[src/logic/link_maint_pkg.sv]
// package: register map, fields, reset values and carriers for the link maintenance registers
// Notes on behaviour
// - command field codes 0b011 device reset, 0b100 input status; others reserved.
// - response bits 4..0 capture link status of the latest link response.
// - response bits 9..5 capture partner_ack_tag_state of the latest link response.
// - soliciting request: valid bit 31 sets once the response fields are loaded.
// - non-soliciting request: valid bit sets once the request symbol is sent.
// - reading the response register returns the valid flag then clears it.
// - ackID bits 4..0 hold next transmit tag, reset to zero.
// - writing next transmit tag makes the port resend from that value.
// - ackID bits 12..8 hold expected acknowledge tag, software writable.
// - ackID bits 28..24 hold expected receive tag, software writable.
// - writing one to ackID bit 31 discards all unacknowledged packets.
// - the discard bit always reads zero.
// - error status bit 8 shows input stopped on error.
// - error status bit 10 shows input stopped in retry.
// - error status bit 16 shows output stopped on error.
// - bit 18 shows output stopped in retry; bit 19 shows output retried.
// - bit 9 latches an input error until software writes one.
// - bits 17, 20 and 2 latch output error, output retry, port error; write one clears.
// - control bit 0 reads one for serial port, also after reset.
// - control bits 11..4 are a writable resend suppress mask, reset zero.
package link_maint_pkg;
  localparam int ADDR_W = 12;
  localparam logic [11:0] OFS_REQ = 12'h140;
  localparam logic [11:0] OFS_RESP = 12'h144;
  localparam logic [11:0] OFS_ACKID = 12'h148;
  localparam logic [11:0] OFS_ERR = 12'h158;
  localparam logic [11:0] OFS_CTRL = 12'h15C;
  localparam logic [2:0] CMD_RESET_DEV = 3'h3;
  localparam logic [2:0] CMD_INPUT_STATUS = 3'h4;
  localparam int RESP_LSTAT_LSB = 0;
  localparam int RESP_ASTAT_LSB = 5;
  localparam int RESP_VALID_BIT = 31;
  localparam int ACK_TX_LSB = 0;
  localparam int ACK_EXP_LSB = 8;
  localparam int ACK_RX_LSB = 24;
  localparam int ACK_DISCARD_BIT = 31;
  localparam int ERR_PORT_ERR_BIT = 2;
  localparam int ERR_IN_STOP_BIT = 8;
  localparam int ERR_IN_SEEN_BIT = 9;
  localparam int ERR_IN_RETRY_BIT = 10;
  localparam int ERR_OUT_STOP_BIT = 16;
  localparam int ERR_OUT_SEEN_BIT = 17;
  localparam int ERR_OUT_RETRY_BIT = 18;
  localparam int ERR_OUT_RETRIED_BIT = 19;
  localparam int ERR_OUT_RTY_SEEN_BIT = 20;
  localparam int CTRL_TYPE_BIT = 0;
  localparam int CTRL_MASK_LSB = 4;
  localparam logic [4:0] TAG_RESET = 5'h00;
  localparam logic [7:0] MASK_RESET = 8'h00;
  localparam logic CTRL_TYPE_SERIAL = 1'b1;

  typedef struct packed {
    logic [ADDR_W-1:0] addr;
    logic [31:0] wdata;
    logic wr;
    logic rd;
  } bus_req_t;

  typedef struct packed {
    logic valid;
    logic [4:0] link_status;
    logic [4:0] ack_status;
  } link_resp_t;

  typedef struct packed {
    logic in_err_stop;
    logic in_retry_stop;
    logic out_err_stop;
    logic out_retry_stop;
    logic out_retried;
    logic in_err_evt;
    logic out_err_evt;
    logic out_retry_evt;
    logic port_err_evt;
  } port_events_t;

  typedef struct packed {
    logic valid;
    logic [4:0] value;
  } tag_load_t;
endpackage

[src/logic/sticky_bits.sv]
// module: set-wins sticky flags with write-one-to-clear
`timescale 1ns/100ps
module sticky_bits #(
  parameter int N = 4
) (
  input wire logic mclk,
  input wire logic rst_n,
  input wire logic [N-1:0] set,
  input wire logic [N-1:0] clr,
  output logic [N-1:0] flags
);
  typedef struct packed {
    logic [N-1:0] f;
  } sticky_state_t;
  sticky_state_t st_reg;
  sticky_state_t st_next;

  always_comb begin
    st_next = st_reg;
    for (int i = 0; i < N; i++) begin
      // set beats clear so an event in the clear cycle survives
      if (set[i]) begin
        st_next.f[i] = 1'b1;
      end else if (clr[i]) begin
        st_next.f[i] = 1'b0;
      end
    end
  end

  always_ff @(posedge mclk) begin
    if (!rst_n) begin
      st_reg <= '0;
    end else begin
      st_reg <= st_next;
    end
  end

  assign flags = st_reg.f;

  a_set_wins: assert property (@(posedge mclk) disable iff (!rst_n)
    (|set) |=> ((flags & $past(set)) == $past(set)))
    else $error("sticky flag lost its set");
  a_clear_only: assert property (@(posedge mclk) disable iff (!rst_n)
    ((|(clr & ~set)) ##1 1'b1) |-> ((flags & $past(clr & ~set)) == '0))
    else $error("sticky flag not cleared");
endmodule

[src/logic/link_req_sender.sv]
// module: issues link-request symbols and tracks the response-valid flag
`timescale 1ns/100ps
module link_req_sender
  import link_maint_pkg::*;
(
  input wire logic mclk,
  input wire logic rst_n,
  input wire logic cmd_wr,
  input wire logic [2:0] cmd_code,
  input wire logic sym_ready,
  input wire link_maint_pkg::link_resp_t resp_in,
  input wire logic resp_rd,
  output logic sym_valid,
  output logic [2:0] sym_cmd,
  output logic resp_valid,
  output logic [4:0] link_status,
  output logic [4:0] ack_status
);
  import link_maint_pkg::*;

  typedef enum logic [1:0] {
    S_IDLE = 2'b00,
    S_SEND = 2'b01,
    S_WAIT = 2'b10
  } req_state_t;

  typedef struct packed {
    req_state_t st;
    logic [2:0] cmd;
    logic valid;
    logic [4:0] lstat;
    logic [4:0] astat;
  } sender_state_t;
  sender_state_t s_reg;
  sender_state_t s_next;
  logic cmd_ok;
  logic set_valid;

  // both defined commands start a request; only input-status solicits a link response
  assign cmd_ok = (cmd_code == CMD_RESET_DEV) || (cmd_code == CMD_INPUT_STATUS);

  always_comb begin
    s_next = s_reg;
    set_valid = 1'b0;
    if (resp_in.valid) begin
      s_next.lstat = resp_in.link_status;
      s_next.astat = resp_in.ack_status;
    end
    case (s_reg.st)
      S_IDLE: begin
        if (cmd_wr && cmd_ok) begin
          s_next.st = S_SEND;
          s_next.cmd = cmd_code;
        end
      end
      S_SEND: begin
        if (sym_ready) begin
          // reset-device gets no answer from a resetting partner, so treat as unanswered
          if (s_reg.cmd == CMD_RESET_DEV) begin
            s_next.st = S_IDLE;
            set_valid = 1'b1;
          end else begin
            s_next.st = S_WAIT;
          end
        end
      end
      S_WAIT: begin
        if (resp_in.valid) begin
          s_next.st = S_IDLE;
          set_valid = 1'b1;
        end
      end
      default: begin
        s_next.st = S_IDLE;
      end
    endcase
    // a new request in flight invalidates the old answer
    if (s_reg.st == S_IDLE && cmd_wr && cmd_ok) begin
      s_next.valid = 1'b0;
    end else if (set_valid) begin
      s_next.valid = 1'b1;
    end else if (resp_rd) begin
      s_next.valid = 1'b0;
    end
  end

  always_ff @(posedge mclk) begin
    if (!rst_n) begin
      s_reg <= '{st: S_IDLE, cmd: 3'h0, valid: 1'b0, lstat: TAG_RESET, astat: TAG_RESET};
    end else begin
      s_reg <= s_next;
    end
  end

  assign sym_valid = (s_reg.st == S_SEND);
  assign sym_cmd = s_reg.cmd;
  assign resp_valid = s_reg.valid;
  assign link_status = s_reg.lstat;
  assign ack_status = s_reg.astat;

  a_send_once: assert property (@(posedge mclk) disable iff (!rst_n)
    (sym_valid && sym_ready) |=> !sym_valid)
    else $error("request symbol sent twice");
  a_answer_valid: assert property (@(posedge mclk) disable iff (!rst_n)
    (s_reg.st == S_WAIT && resp_in.valid) |=> (resp_valid && link_status == $past(resp_in.link_status)
      && ack_status == $past(resp_in.ack_status)))
    else $error("response valid without captured fields");
  a_reset_sent: assert property (@(posedge mclk) disable iff (!rst_n)
    (sym_valid && sym_ready && sym_cmd == CMD_RESET_DEV) |=> resp_valid)
    else $error("unanswered request did not set valid");
endmodule

[src/logic/port_link_maint_csrs.sv]
// module: per-port link maintenance and status register bank
//
// Local design decision: the plain strobed port.
`timescale 1ns/100ps
module port_link_maint_csrs
  import link_maint_pkg::*;
(
  input wire logic mclk,
  input wire logic rst_n,
  input wire link_maint_pkg::bus_req_t bus,
  output logic [31:0] rdata,
  output logic req_sym_valid,
  input wire logic req_sym_ready,
  output logic [2:0] req_sym_cmd,
  input wire link_maint_pkg::link_resp_t link_resp,
  input wire link_maint_pkg::port_events_t events,
  input wire logic tx_tag_adv,
  input wire logic ack_tag_adv,
  input wire logic rx_tag_adv,
  output logic [4:0] next_tx_tag,
  output logic [4:0] expected_ack_tag,
  output logic [4:0] expected_rx_tag,
  output logic resend_start,
  output logic [4:0] resend_from_tag,
  output logic discard_unacked_pkts,
  output logic [7:0] resend_suppress_bits,
  output logic [2:0] stop_flags
);
  import link_maint_pkg::*;

  typedef struct packed {
    logic [31:0] rdata;
    logic [4:0] tx_tag;
    logic [4:0] ack_tag;
    logic [4:0] rx_tag;
    logic resend;
    logic [4:0] resend_tag;
    logic discard;
    logic [7:0] suppress;
    logic [2:0] cmd_field;
    logic sym_valid;
    logic [2:0] sym_cmd;
    logic [2:0] stops;
  } csr_state_t;
  csr_state_t r_reg;
  csr_state_t r_next;

  logic wr_req;
  logic wr_ack;
  logic wr_err;
  logic rd_resp;
  logic [3:0] sticky_set;
  logic [3:0] sticky_clr;
  logic [3:0] sticky_q;
  logic snd_valid;
  logic [2:0] snd_cmd;
  logic resp_valid;
  logic [4:0] resp_lstat;
  logic [4:0] resp_astat;
  logic [31:0] resp_word;
  logic [31:0] ack_word;
  logic [31:0] err_word;
  logic [31:0] ctrl_word;

  assign wr_req = bus.wr && (bus.addr == OFS_REQ);
  assign wr_ack = bus.wr && (bus.addr == OFS_ACKID);
  assign wr_err = bus.wr && (bus.addr == OFS_ERR);
  assign rd_resp = bus.rd && (bus.addr == OFS_RESP);

  link_req_sender u_sender (
    .mclk(mclk),
    .rst_n(rst_n),
    .cmd_wr(wr_req),
    .cmd_code(bus.wdata[2:0]),
    .sym_ready(req_sym_ready),
    .resp_in(link_resp),
    .resp_rd(rd_resp),
    .sym_valid(snd_valid),
    .sym_cmd(snd_cmd),
    .resp_valid(resp_valid),
    .link_status(resp_lstat),
    .ack_status(resp_astat)
  );

  // order: port error, input seen, output seen, output retry seen
  assign sticky_set = {events.out_retry_evt, events.out_err_evt, events.in_err_evt, events.port_err_evt};
  assign sticky_clr = wr_err ? {bus.wdata[ERR_OUT_RTY_SEEN_BIT], bus.wdata[ERR_OUT_SEEN_BIT],
                                bus.wdata[ERR_IN_SEEN_BIT], bus.wdata[ERR_PORT_ERR_BIT]} : 4'h0;

  sticky_bits #(.N(4)) u_sticky (
    .mclk(mclk),
    .rst_n(rst_n),
    .set(sticky_set),
    .clr(sticky_clr),
    .flags(sticky_q)
  );

  always_comb begin
    resp_word = 32'h0;
    resp_word[RESP_LSTAT_LSB +: 5] = resp_lstat;
    resp_word[RESP_ASTAT_LSB +: 5] = resp_astat;
    resp_word[RESP_VALID_BIT] = resp_valid;
    ack_word = 32'h0;
    ack_word[ACK_TX_LSB +: 5] = r_reg.tx_tag;
    ack_word[ACK_EXP_LSB +: 5] = r_reg.ack_tag;
    ack_word[ACK_RX_LSB +: 5] = r_reg.rx_tag;
    ack_word[ACK_DISCARD_BIT] = 1'b0;
    err_word = 32'h0;
    err_word[ERR_PORT_ERR_BIT] = sticky_q[0];
    err_word[ERR_IN_STOP_BIT] = events.in_err_stop;
    err_word[ERR_IN_SEEN_BIT] = sticky_q[1];
    err_word[ERR_IN_RETRY_BIT] = events.in_retry_stop;
    err_word[ERR_OUT_STOP_BIT] = events.out_err_stop;
    err_word[ERR_OUT_SEEN_BIT] = sticky_q[2];
    err_word[ERR_OUT_RETRY_BIT] = events.out_retry_stop;
    err_word[ERR_OUT_RETRIED_BIT] = events.out_retried;
    err_word[ERR_OUT_RTY_SEEN_BIT] = sticky_q[3];
    ctrl_word = 32'h0;
    ctrl_word[CTRL_TYPE_BIT] = CTRL_TYPE_SERIAL;
    ctrl_word[CTRL_MASK_LSB +: 8] = r_reg.suppress;
  end

  always_comb begin
    r_next = r_reg;
    r_next.resend = 1'b0;
    r_next.discard = 1'b0;
    // counters advance with traffic; a software write takes priority
    if (tx_tag_adv) begin
      r_next.tx_tag = r_reg.tx_tag + 5'h01;
    end
    if (ack_tag_adv) begin
      r_next.ack_tag = r_reg.ack_tag + 5'h01;
    end
    if (rx_tag_adv) begin
      r_next.rx_tag = r_reg.rx_tag + 5'h01;
    end
    if (wr_req) begin
      r_next.cmd_field = bus.wdata[2:0];
    end
    if (wr_ack) begin
      r_next.tx_tag = bus.wdata[ACK_TX_LSB +: 5];
      r_next.resend = 1'b1;
      r_next.resend_tag = bus.wdata[ACK_TX_LSB +: 5];
      r_next.ack_tag = bus.wdata[ACK_EXP_LSB +: 5];
      r_next.rx_tag = bus.wdata[ACK_RX_LSB +: 5];
      // only a recovery aid; software must not use it in normal flow
      r_next.discard = bus.wdata[ACK_DISCARD_BIT];
    end
    if (bus.wr && bus.addr == OFS_CTRL) begin
      r_next.suppress = bus.wdata[CTRL_MASK_LSB +: 8];
    end
    r_next.sym_valid = snd_valid;
    r_next.sym_cmd = snd_cmd;
    r_next.stops = {events.out_err_stop | events.out_retry_stop, events.in_err_stop, events.in_retry_stop};
    r_next.rdata = 32'h0;
    if (bus.rd) begin
      case (bus.addr)
        OFS_REQ: begin
          r_next.rdata = {29'h0, r_reg.cmd_field};
        end
        OFS_RESP: begin
          r_next.rdata = resp_word;
        end
        OFS_ACKID: begin
          r_next.rdata = ack_word;
        end
        OFS_ERR: begin
          r_next.rdata = err_word;
        end
        OFS_CTRL: begin
          r_next.rdata = ctrl_word;
        end
        default: begin
          r_next.rdata = 32'h0;
        end
      endcase
    end
  end

  always_ff @(posedge mclk) begin
    if (!rst_n) begin
      r_reg <= '{rdata: 32'h0, tx_tag: TAG_RESET, ack_tag: TAG_RESET, rx_tag: TAG_RESET, resend: 1'b0,
                 resend_tag: TAG_RESET, discard: 1'b0, suppress: MASK_RESET, cmd_field: 3'h0,
                 sym_valid: 1'b0, sym_cmd: 3'h0, stops: 3'h0};
    end else begin
      r_reg <= r_next;
    end
  end

  // symbol handshake is one cycle behind the sender; the sender sees ready straight
  assign rdata = r_reg.rdata;
  assign req_sym_valid = r_reg.sym_valid;
  assign req_sym_cmd = r_reg.sym_cmd;
  assign next_tx_tag = r_reg.tx_tag;
  assign expected_ack_tag = r_reg.ack_tag;
  assign expected_rx_tag = r_reg.rx_tag;
  assign resend_start = r_reg.resend;
  assign resend_from_tag = r_reg.resend_tag;
  assign discard_unacked_pkts = r_reg.discard;
  assign resend_suppress_bits = r_reg.suppress;
  assign stop_flags = r_reg.stops;

  // a send of an unanswered request in the read cycle sets the flag again, so it is left out
  a_clear_on_read: assert property (@(posedge mclk) disable iff (!rst_n)
    (rd_resp && resp_valid && !link_resp.valid && !wr_req && !(snd_valid && req_sym_ready))
      |=> (rdata[RESP_VALID_BIT] && !resp_valid))
    else $error("response valid not cleared by read");
  a_discard_pulse: assert property (@(posedge mclk) disable iff (!rst_n)
    wr_ack |=> (discard_unacked_pkts == $past(bus.wdata[ACK_DISCARD_BIT])))
    else $error("discard pulse mismatch");
  a_discard_reads0: assert property (@(posedge mclk) disable iff (!rst_n)
    (bus.rd && bus.addr == OFS_ACKID) |=> !rdata[ACK_DISCARD_BIT])
    else $error("discard bit read as one");
  a_resend_tag: assert property (@(posedge mclk) disable iff (!rst_n)
    wr_ack |=> (resend_start && resend_from_tag == $past(bus.wdata[4:0]) && next_tx_tag == resend_from_tag))
    else $error("resend not started from written tag");
  a_port_serial: assert property (@(posedge mclk) disable iff (!rst_n)
    (bus.rd && bus.addr == OFS_CTRL) |=> rdata[CTRL_TYPE_BIT])
    else $error("port type not serial");
  a_in_stop_bit: assert property (@(posedge mclk) disable iff (!rst_n)
    (bus.rd && bus.addr == OFS_ERR) |=> (rdata[ERR_IN_STOP_BIT] == $past(events.in_err_stop)
      && rdata[ERR_OUT_STOP_BIT] == $past(events.out_err_stop)))
    else $error("stop bits wrong");
endmodule

[config.mk]
export PLATFORM = sky130hd
export DESIGN_NAME = port_link_maint_csrs
export DESIGN_NICKNAME = d
export VERILOG_FILES = /design/src/logic/link_maint_pkg.sv /design/src/logic/sticky_bits.sv /design/src/logic/link_req_sender.sv /design/src/logic/port_link_maint_csrs.sv
export SDC_FILE = /design/constraint.sdc
export NUM_CORES = 1
export LEC_CHECK = 0
export ABC_AREA = 1
export BUFFER_PORTS_ARGS = -buffer_cell sky130_fd_sc_hd__clkbuf_2
export CAP_MARGIN = 20
export CORE_MARGIN = 2
export CORE_UTILIZATION = 51
export DETAILED_ROUTE_END_ITERATION = 10
export PLACE_DENSITY = 0.89
export REMOVE_ABC_BUFFERS = 1
export SLEW_MARGIN = 15
export SYNTH_ARGS = -nofsm -noshare
export SYNTH_HDL_FRONTEND = slang
export SYNTH_HIERARCHICAL = 1
export SYNTH_SLANG_ARGS = --single-unit
[constraint.sdc]
create_clock -name mclk -period 2.2 [get_ports mclk]
set_clock_uncertainty 0.1 [all_clocks]
set_input_delay 0.55 -clock mclk [delete_from_list [all_inputs] [get_ports mclk]]
set_output_delay 0.55 -clock mclk [all_outputs]
set_load 0.01 [all_outputs]
==> qor.yml <==
cts_resized: 0
routed_via_density: 4.94
netlist_instances: 593
fp.dieH_um: 96.0
wire_per_inst_um: 13.1
async_flop_share: 0
fin_util: 0.572
port_buffers: 121
synth_ff_type: "dfxtp_1"
synth_top_area_frac: 0.389
clk_latency_ns: 0.35
cpMostUsedCell: "nor2_1"
placed_cells: 743
hpwl_um: 7550
crit_chain: "clkbuf_2, inv_1, nor2_1, nand2_2, nor2_8, nand3_4, nand2_1, nor2_1, nor2_1, nor2_1"
gp_congestion: 0.898
finalSetupViolCount: 0
pwr-share-clk: 0.370
r2r_end: "next_tx_tag[4]"
max-clock-path-buffers: 2
timing.final.ws_setup_ns: 0.457
max_freq_mhz: 574
overflow: 0
irDropWorstVdd_mv: 0.351
pwr-share-comb: 0.082
cpMaxStageDelayCell: "nand3_4"
hold_viol_final: 0
syn_to_final_growth_pct: 8.86
num_io_pins: 141
cap_violations: 0
synth_cell_types: 36
crit_path_max_fanout: 34
postCtsSetupBuffers: 0
row_count: 33
yosys_warnings: 6
intPower_mw: 2.16
grtUsageTotal: 0.219
setup-tns-final_ns: 0
cts_hold_buf: 0
p_seq_frac: 0.547
max_slew_margin: 0.586
rr_worst_depth: 8
hold_path_depth: 3
cts_tree: "done"
layout-drive-gt1-share: 0.277
clk_pin_slew_ns: 0.09
critPathTopFamily: "simple AND/OR/NAND/NOR gates"
power_mw: 2.90
vias: 3752
htree_levels: 3
synth.most_common_cell: "nand2_1"
die_x_um: 96.0
hp-class: "in2reg"
avgSynthCellArea_um2: 7.29
syn_area_um2: 4320
fin_crit_ns: 1.74
synth_common_cells: "101 x nand2_1, 93 x nor2_1, 84 x dfxtp_1"
path_class: "in2reg"
drc: 0
cp-start-kind: "input pin"
min_to: "stop_flags[0]"
drt-initial-drc-count: 159
grt_pass1_vias: 3439
outcome: "finished, final reports clean"
p_leak_nw: 2.37
nets: 727
rsz0062_at_grt: "no"
antenna_cells: 0
drt-total-wl_um: 9930
synth_area_leader_cell: "dfxtp_1"
fp.dieArea_um2: 9220
min_from: "events[7]"
p_switching_mw: 0.739
stdcell_count: 759
timing.rr.start: "next_tx_tag[0]"
antenna_found_initial: 0
seq_area_frac_synth: 0.389
switching_share: 0.255
numCtsBuffers: 9
end_kind: "flop"
cp_num_buf_inv: 2
synth-edff-count: 0
arrival_ns: 1.86
ant_nets: 0
tightest_slew_ns: 0.620
grt_max_degree: 35
synthTopCellsByArea: "dfxtp_1 39%, buf_4 14%, nand2_1 8.8%"
root_buffer: "clkbuf_8"
finalCritPeriodShare: 0.792
largest_reg_flops: 24
ys_ff_latch: 84
p_per_area_nw_per_um2: 616
slew_viol_final: 0
pre_cts_ws_ns: 0.0971
core_um2: 8220
grt_pass1_wl_um: 15500
worstPathRequired_ns: 2.32
r2r_setup_slack_ns: 0.68
initial_core_util: 0.526
dr.pass1.iters: 4
clock-sinks: 84
slowest_delay_ns: 0.34
worst reg2reg max path: stages, from the launching register on:
cell,delay [ns]
dfxtp_1,0.46
ha_1,0.23
nand3_1,0.11
xor2_1,0.16
nor2_1,0.06
nand2_1,0.06
nand2_1,0.06
nor2_1,0.10
nor2_1,0.04
how the worst max path moves through the flow:
stage	start	to	slack (ns)	cells past startpoint
after CTS	bus[40]	expected_rx_tag[3]	0.47	10
after global routing	bus[40]	u_sender/sym_cmd[1]	0.27	12
after detailed placement	bus[40]	u_sender/sym_cmd[1]	0.1	12
final	bus[40]	expected_rx_tag[3]	0.46	10
after floorplan	bus[40]	u_sender/sym_cmd[0]	0.28	11
after global placement	bus[40]	u_sender/sym_cmd[1]	0.16	12
metrics by stage:
stage	cell area, µm²	hold WS (ns)
2_1_floorplan	3680	0.325
3_3_place_gp	4510	0.336
3_5_place_dp	4510	0.344
4_1_cts	4700	0.299
5_1_grt	4700	0.298
6_report	4700	0.303
routing by layer:
metal / part of all wire / global-route usage / vias to the layer above
met3: 0.068 / 0.0462 / 17
li1: - / - / 1878
met4: 0.019 / 0.0857 / 0
met1: 0.41 / 0.263 / 1734
met2: 0.50 / 0.379 / 123
met5: 0 / 0 / -
layout by cell type, fill, tap and decap left out:
| cell type | n |
|---|---|
| a211oi_1 | 3 |
| a21oi_1 | 24 |
| a31oi_1 | 1 |
| buf_12 | 1 |
| buf_4 | 9 |
| clkbuf_2 | 121 |
| clkbuf_8 | 12 |
| clkinv_1 | 2 |
| clkinv_2 | 1 |
| clkinv_4 | 2 |
| clkinvlp_4 | 2 |
| conb_1 | 8 |
| dfxtp_1 | 84 |
| ha_1 | 6 |
| inv_1 | 61 |
| inv_2 | 2 |
| mux2i_1 | 2 |
| nand2_1 | 101 |
| nand2_2 | 5 |
| nand2_4 | 2 |
| nand3_1 | 28 |
| nand3_2 | 1 |
| nand3_4 | 1 |
| nand4_1 | 13 |
| nand4_2 | 1 |
| nor2_1 | 93 |
| nor2_2 | 15 |
| nor2_4 | 3 |
| nor2_8 | 1 |
| nor3_1 | 6 |
| nor3_2 | 1 |
| nor3b_1 | 1 |
| o21ai_0 | 25 |
| o21ai_1 | 8 |
| o21ai_4 | 1 |
| o22ai_1 | 2 |
| xnor2_1 | 3 |
| xor2_1 | 2 |
cells by family after synthesis:
| group | share of synthesized area |
|---|---|
| buf+inv | 0.212 |
| fa+ha+maj | 0.0174 |
| flops | 0.389 |
| simple gates | 0.287 |
| mux | 0.00463 |
| xor+xnor | 0.0101 |
| compound gates | 0.0794 |
| other cells | 0.000868 |
area by class of cell:
cell class	instances	area, µm²
tap	105	131
clock inverter	4	32.5
fill	759	3510
sequential	84	1680
timing repair buffer	131	693
multi-input combinational	357	1750
inverter	66	249
clock buffer	12	165
power by group through the flow:
stage          Sequential, mW  Clock, mW  Combinational (mW)
2_1_floorplan            1.62          0               0.105
3_3_place_gp             1.62          0               0.229
3_5_place_dp             1.62          0               0.236
4_1_cts                  1.58       1.09               0.238
5_1_grt                  1.59       1.17               0.266
6_report                 1.58       1.07               0.238
No activity file was read; power rests on OpenSTA's default activity.
